`src/logic/fac_consts.svh`:
```
`ifndef FAC_CONSTS_SVH
`define FAC_CONSTS_SVH

`define FAC_ADDR_W 8
`define FAC_DATA_W 8

`define FAC_ADDR_CPF_LO 8'h30
`define FAC_ADDR_CPF_MID 8'h31
`define FAC_ADDR_CPF_HI 8'h32
`define FAC_ADDR_STEP_LO 8'h34
`define FAC_ADDR_STEP_MID 8'h35
`define FAC_ADDR_STEP_HI 8'h36
`define FAC_ADDR_BIT_DIV 8'h38
`define FAC_ADDR_CH_DIV 8'h39
`define FAC_ADDR_CTRL 8'h3A

`define FAC_CPF_W 18
`define FAC_STEP_W 22
`define FAC_DIV_W 6
`define FAC_CTRL_W 4
`define FAC_ACC_W 23
`define FAC_CORR_W 16

`define FAC_BIT_LOOP_OPEN 3
`define FAC_BIT_VREF_SEL 2
`define FAC_BIT_CH_PHASE 1
`define FAC_BIT_BIT_PHASE 0

`define FAC_RST_BYTE 8'h00
`define FAC_CORR_ONE 16'h0001
`define FAC_CORR_MAX 16'h7FFF
`define FAC_CORR_MIN 16'h8000

`endif

```
`src/logic/fac_pkg.sv`:
```
`default_nettype none
`include "fac_consts.svh"
package fac_pkg;
    typedef struct packed {
        logic wrEn;
        logic rdEn;
        logic [`FAC_ADDR_W-1:0] addr;
        logic [`FAC_DATA_W-1:0] data;
    } facRegReq_t;
endpackage
`default_nettype wire

```
`src/logic/fac_audio_clock_gen.sv`:
```
`timescale 1ns/1ps
`default_nettype none
`include "fac_consts.svh"
module fac_audio_clock_gen (
    input wire logic clock,
    input wire logic srst,
    input wire fac_pkg::facRegReq_t regReq,
    output logic [`FAC_DATA_W-1:0] regRdData,
    input wire logic intVertPulse,
    input wire logic expansionVerticalRef,
    input wire logic audioMasterClockIn,
    output logic audioMasterClock,
    output logic audioBitClock,
    output logic audioChannelClock
);
    import fac_pkg::*;

    logic [`FAC_CPF_W-1:0] cyclesPerFieldCount_q;
    logic [`FAC_STEP_W-1:0] nominalStepValue_q;
    logic [`FAC_DIV_W-1:0] bitClockDivider_q;
    logic [`FAC_DIV_W-1:0] channelClockDivider_q;
    logic [`FAC_CTRL_W-1:0] ctrl_q;
    logic [`FAC_DATA_W-1:0] rdData_q;
    logic mclkSync1_q, mclkSync2_q, mclkPrev_q;
    logic xrvSync1_q, xrvSync2_q, xrvPrev_q;
    logic [`FAC_ACC_W-1:0] acc_q;
    logic [`FAC_CPF_W-1:0] fieldCnt_q;
    logic [`FAC_CORR_W-1:0] corr_q;
    logic [`FAC_DIV_W-1:0] bitCnt_q, chCnt_q;
    logic bitClk_q, chClk_q;

    // Register decode
    wire logic wrCpfLo = regReq.wrEn && regReq.addr == `FAC_ADDR_CPF_LO;
    wire logic wrCpfMid = regReq.wrEn && regReq.addr == `FAC_ADDR_CPF_MID;
    wire logic wrCpfHi = regReq.wrEn && regReq.addr == `FAC_ADDR_CPF_HI;
    wire logic wrStepLo = regReq.wrEn && regReq.addr == `FAC_ADDR_STEP_LO;
    wire logic wrStepMid = regReq.wrEn && regReq.addr == `FAC_ADDR_STEP_MID;
    wire logic wrStepHi = regReq.wrEn && regReq.addr == `FAC_ADDR_STEP_HI;
    wire logic wrBitDiv = regReq.wrEn && regReq.addr == `FAC_ADDR_BIT_DIV;
    wire logic wrChDiv = regReq.wrEn && regReq.addr == `FAC_ADDR_CH_DIV;
    wire logic wrCtrl = regReq.wrEn && regReq.addr == `FAC_ADDR_CTRL;

    // Unused upper bits of each register read back as zero
    logic [`FAC_DATA_W-1:0] rdMux;
    always_comb begin
        if (regReq.addr == `FAC_ADDR_CPF_LO) begin
            rdMux = cyclesPerFieldCount_q[7:0];
        end else if (regReq.addr == `FAC_ADDR_CPF_MID) begin
            rdMux = cyclesPerFieldCount_q[15:8];
        end else if (regReq.addr == `FAC_ADDR_CPF_HI) begin
            rdMux = {6'h00, cyclesPerFieldCount_q[17:16]};
        end else if (regReq.addr == `FAC_ADDR_STEP_LO) begin
            rdMux = nominalStepValue_q[7:0];
        end else if (regReq.addr == `FAC_ADDR_STEP_MID) begin
            rdMux = nominalStepValue_q[15:8];
        end else if (regReq.addr == `FAC_ADDR_STEP_HI) begin
            rdMux = {2'h0, nominalStepValue_q[21:16]};
        end else if (regReq.addr == `FAC_ADDR_BIT_DIV) begin
            rdMux = {2'h0, bitClockDivider_q};
        end else if (regReq.addr == `FAC_ADDR_CH_DIV) begin
            rdMux = {2'h0, channelClockDivider_q};
        end else if (regReq.addr == `FAC_ADDR_CTRL) begin
            rdMux = {4'h0, ctrl_q};
        end else begin
            rdMux = `FAC_RST_BYTE;
        end
    end

    wire logic audioLoopOpen = ctrl_q[`FAC_BIT_LOOP_OPEN];
    wire logic verticalRefSelect = ctrl_q[`FAC_BIT_VREF_SEL];
    wire logic channelClockPhase = ctrl_q[`FAC_BIT_CH_PHASE];
    wire logic bitClockPhase = ctrl_q[`FAC_BIT_BIT_PHASE];

    // Edges of the synchronised master clock input
    wire logic mRise = mclkSync2_q && !mclkPrev_q;
    wire logic mFall = !mclkSync2_q && mclkPrev_q;
    wire logic mEdgeSel = bitClockPhase ? mRise : mFall;
    wire logic bitToggle = mEdgeSel && bitCnt_q >= bitClockDivider_q;
    // A bit clock toggle from low is a rising edge, from high a falling one
    wire logic bitEdgeSel = bitToggle && (channelClockPhase ? !bitClk_q : bitClk_q);
    wire logic chToggle = bitEdgeSel && chCnt_q >= channelClockDivider_q;

    wire logic xrvRise = xrvSync2_q && !xrvPrev_q;
    wire logic fieldPulse = verticalRefSelect ? xrvRise : intVertPulse;

    // Correction is a signed trim added to the nominal step
    wire logic [`FAC_ACC_W-1:0] effStep = {1'b0, nominalStepValue_q}
        + {{(`FAC_ACC_W-`FAC_CORR_W){corr_q[`FAC_CORR_W-1]}}, corr_q};
    wire logic [`FAC_ACC_W-1:0] acc_d = acc_q + effStep;
    wire logic amRise = acc_d[`FAC_ACC_W-1] && !acc_q[`FAC_ACC_W-1];
    wire logic [`FAC_CPF_W-1:0] fieldCnt_d = fieldPulse ? {{(`FAC_CPF_W-1){1'b0}}, amRise}
        : fieldCnt_q + {{(`FAC_CPF_W-1){1'b0}}, amRise};
    wire logic tooFew = fieldCnt_q < cyclesPerFieldCount_q;
    wire logic tooMany = fieldCnt_q > cyclesPerFieldCount_q;
    wire logic [`FAC_CORR_W-1:0] corr_d =
        audioLoopOpen ? {`FAC_CORR_W{1'b0}} :
        !fieldPulse ? corr_q :
        (tooFew && corr_q != `FAC_CORR_MAX) ? corr_q + `FAC_CORR_ONE :
        (tooMany && corr_q != `FAC_CORR_MIN) ? corr_q - `FAC_CORR_ONE : corr_q;

    always_ff @(posedge clock) begin
        if (srst) begin
            cyclesPerFieldCount_q <= {`FAC_CPF_W{1'b0}};
            nominalStepValue_q <= {`FAC_STEP_W{1'b0}};
            bitClockDivider_q <= {`FAC_DIV_W{1'b0}};
            channelClockDivider_q <= {`FAC_DIV_W{1'b0}};
            ctrl_q <= {`FAC_CTRL_W{1'b0}};
            rdData_q <= `FAC_RST_BYTE;
        end else begin
            if (wrCpfLo) cyclesPerFieldCount_q[7:0] <= regReq.data;
            if (wrCpfMid) cyclesPerFieldCount_q[15:8] <= regReq.data;
            if (wrCpfHi) cyclesPerFieldCount_q[17:16] <= regReq.data[1:0];
            if (wrStepLo) nominalStepValue_q[7:0] <= regReq.data;
            if (wrStepMid) nominalStepValue_q[15:8] <= regReq.data;
            if (wrStepHi) nominalStepValue_q[21:16] <= regReq.data[5:0];
            if (wrBitDiv) bitClockDivider_q <= regReq.data[5:0];
            if (wrChDiv) channelClockDivider_q <= regReq.data[5:0];
            if (wrCtrl) ctrl_q <= regReq.data[3:0];
            if (regReq.rdEn) rdData_q <= rdMux;
        end
    end

    always_ff @(posedge clock) begin
        if (srst) begin
            mclkSync1_q <= 1'b0;
            mclkSync2_q <= 1'b0;
            mclkPrev_q <= 1'b0;
            xrvSync1_q <= 1'b0;
            xrvSync2_q <= 1'b0;
            xrvPrev_q <= 1'b0;
        end else begin
            mclkSync1_q <= audioMasterClockIn;
            mclkSync2_q <= mclkSync1_q;
            mclkPrev_q <= mclkSync2_q;
            xrvSync1_q <= expansionVerticalRef;
            xrvSync2_q <= xrvSync1_q;
            xrvPrev_q <= xrvSync2_q;
        end
    end

    always_ff @(posedge clock) begin
        if (srst) begin
            acc_q <= {`FAC_ACC_W{1'b0}};
            fieldCnt_q <= {`FAC_CPF_W{1'b0}};
            corr_q <= {`FAC_CORR_W{1'b0}};
        end else begin
            acc_q <= acc_d;
            fieldCnt_q <= fieldCnt_d;
            corr_q <= corr_d;
        end
    end

    // Counts restart when a divider is lowered below the running count
    always_ff @(posedge clock) begin
        if (srst) begin
            bitCnt_q <= {`FAC_DIV_W{1'b0}};
            chCnt_q <= {`FAC_DIV_W{1'b0}};
            bitClk_q <= 1'b0;
            chClk_q <= 1'b0;
        end else begin
            if (mEdgeSel) bitCnt_q <= bitToggle ? {`FAC_DIV_W{1'b0}} : bitCnt_q + 6'h01;
            if (bitToggle) bitClk_q <= !bitClk_q;
            if (bitEdgeSel) chCnt_q <= chToggle ? {`FAC_DIV_W{1'b0}} : chCnt_q + 6'h01;
            if (chToggle) chClk_q <= !chClk_q;
        end
    end

    assign regRdData = rdData_q;
    assign audioMasterClock = acc_q[`FAC_ACC_W-1];
    assign audioBitClock = bitClk_q;
    assign audioChannelClock = chClk_q;
endmodule
`default_nettype wire

```
`config.mk`:
```
export PLATFORM = sky130hd
export DESIGN_NAME = fac_audio_clock_gen
export DESIGN_NICKNAME = d
export VERILOG_FILES = /design/src/logic/fac_pkg.sv /design/src/logic/fac_audio_clock_gen.sv
export VERILOG_INCLUDE_DIRS = /design/src /design/src/logic
export SDC_FILE = /design/constraint.sdc
export NUM_CORES = 1
export LEC_CHECK = 0
export ABC_AREA = 1
export BUFFER_PORTS_ARGS = -buffer_cell sky130_fd_sc_hd__buf_2
export CORE_UTILIZATION = 68
export DETAILED_ROUTE_END_ITERATION = 10
export GPL_TIMING_DRIVEN = 0
export PLACE_DENSITY = 0.95
export SETUP_SLACK_MARGIN = 0.4
export SYNTH_ARGS = -nofsm -noshare
export SYNTH_HDL_FRONTEND = slang
export SYNTH_SLANG_ARGS = --single-unit
```
`constraint.sdc`:
```
create_clock -name clock -period 9.7 [get_ports clock]
set_clock_uncertainty 0.15 [all_clocks]
set_input_delay 0.97 -clock clock [delete_from_list [all_inputs] [get_ports clock]]
set_output_delay 0.97 -clock clock [all_outputs]
set_load 0.005 [all_outputs]
```
==> run summary <==
Status = completed
Post-DP HPWL = 16600 µm
Drt total wl = 23900 µm
Synth cell count leaders = nand2_1, a21oi_1, inv_1
N_diodes = 0
Buffers on Ports = 30
DIE AREA = 13100 µm²
Top post-synthesis cells by area = dfxtp_1, ha_1, a21oi_1
Max Cap Viol = 0
Netlist cell types = 44
Hold Buf Count CTS = 0
Vias in the first global route = 8233
Io pins = 34
Post-CTS Resized = 0
Relative slew slack = 36.8%
Initial DRT Pass Iterations = 6
Placer Congestion = 0.950
Critical path arrival = 5.11 ns
Hold crit path type = register to register
Post-synth EDFFs = 0
Final Hold Fails = 0
Grt total ovfl = 0
Final Max Slew Viols = 0
Number of placement rows = 40
Crit end category = register
Synthesized instance count = 1188
CP Max Fanout = 10
Post-Syn Area per Cell = 7.23 µm²
Peak supply drop = 0.184 mV
Count leader, synth = nand2_1
Critical path type = register to register
Syn_nets = 1304
CTS buffer count = 17
Final Power = 1.90 mW
Hold Startpoint = mclkSync1_q
Setup TNS = 0 ns
Clock Pin Slew Worst Setup and Hold Paths = 0.06 ns
Post-synthesis sequential area ratio = 32.8%
Worst r2r src = corr_q[15]
Nature of the critical path startpoint = register
Final Cycle Share = 50.9%
Final setup fails = 0
Share of cells above drive strength 1 = 7.13%
Leakage = 4.24 nW
#FFs+latches synth = 141
Worst Setup Slack, final = 4.76 ns
Finished Core Util = 78.8%
Synth Flop Type = dfxtp_1
Antenna viol nets, final = 0
First-pass GRT wire length = 39100 µm
Met1 WL = 9110 µm
Die H = 114 µm
Longest Clk Path Bufs = 2
RSZ-0062 raised after global routing = false
DR DRC count = 0
Min Hold Slack = 0.260 ns
Starting density of the core = 70.7%
Asr flop ratio synth = 0%
Area grow syn2layout = 11.5%
Fin nets = 1353
Largest net degree at the start of global routing = 19
Synthesized area = 8590 µm²
Final Cell Area = 9580 µm²
Layout Cells excl Fill = 1417
Total GRT Usage = 38.6%
Htree depth = 4
Placed insts = 1386
Placement Setup Slack = 4.86 ns
Routed length on met2 = 11100 µm
Cell area power density = 198 nW/µm²
Worst-Margin Slew = 0.939 ns
Synth warnings = 0
Clk Latency, worst-skew pair = 0.43 ns
CTS tree = yes
Min Tclk post-route = 4.94 ns
TritonCTS Sinks = 141
Placed Area = 8950 µm²
DR vias/cell = 6.06
Setup crit start = corr_q[15]
Fmax = 202 MHz
Post-CTS setup buffer count = 0
Core area = 12200 µm²
Die Width = 114 µm
Antenna violations before repair = 0
Routed len/inst = 16.8 µm
Root Buffer = clkbuf_16
Critical path data required time = 9.87 ns
Post-synth top area share = 32.8%
DRT iter0 DRCs = 1159
Top Metal Used = met4
Met3 WL = 2540 µm
Via count = 8584
Leading area contributor after synthesis = dfxtp_1
## where the power goes
part / internal (mW) / switching, mW / total [mW]
sequential: 0.623 / 0.0473 / 0.671
clock: 0.453 / 0.253 / 0.706
combinational: 0.194 / 0.325 / 0.519
## cells by family after synthesis
logic type,share of synthesized area [%]
simple gates,21.3
compound gates,19.0
buf+inv,8.47
flops,32.8
fa+ha+maj,15.6
xor+xnor,2.75
## worst max-delay path, cell delays in order, from the launching register on
cell     delay (ns)
dfxtp_1        0.71
fa_1           0.53
ha_1           0.40
nand2_1        0.12
nor2_1         0.19
nand4_1        0.10
or2_2          0.32
nand3_1        0.09
nand2_1        0.05
nand2_1        0.09
inv_1          0.06
nor2_1         0.23
ha_1           0.24
ha_1           0.17
nand2_1        0.06
inv_1          0.07
nand2_1        0.07
nor2_1         0.15
nand2_1        0.16
nor2_1         0.18
nand2_1        0.09
nor3_1         0.25
nand3_1        0.14
o21ai_0        0.17
a21oi_1        0.05
## sequential cells by signal, summed over array words and instances, names as in the netlist, 4 cells and up
signal                 flops
acc_q                     23
nominalStepValue_q        22
cyclesPerFieldCount_q     18
fieldCnt_q                18
corr_q                    16
regRdData                  8
bitClockDivider_q          6
bitCnt_q                   6
chCnt_q                    6
channelClockDivider_q      6
ctrl_q                     4
## final cells by class
class                   count  area, µm²
plain buffers              28        124
clock buffers              19        433
clock inverters            12        195
fillers                   794       2580
inverters                 161        604
multi-input cells         858       5040
flip-flops and latches    141       2820
well taps                 168        210
repair buffers             30        150
## path summary, 6_finish.rpt
kind / end / slack, ns / cells past startpoint
hold / removal: mclkSync2_q / 0.26 / 2
setup reg to reg: fieldCnt_q[16] / 4.76 / 24
setup / recovery: fieldCnt_q[16] / 4.76 / 24
hold reg to reg: mclkSync2_q / 0.26 / 2
## layout by cell type (no fill, tap or decap), types with 7 or more instances in the layout
master	count
buf_2	36
nand4_1	14
xnor2_1	10
o21ai_1	10
clkbuf_16	17
a21oi_1	169
clkbuf_1	19
ha_1	69
inv_1	153
nand3_1	54
nor2_1	98
inv_2	7
nand2_1	219
o21ai_0	102
nor3_1	19
dfxtp_1	141
fa_1	24
xor2_1	17
## layer usage
| metal | up-vias | track usage (%) |
|---|---|---|
| li1 | 4051 | - |
| met1 | 3918 | 45.7 |
| met2 | 504 | 65.4 |
| met3 | 111 | 9.69 |
| met4 | 0 | 18.6 |
| met5 | - | 0 |
No activity file was read; power rests on OpenSTA's default activity.
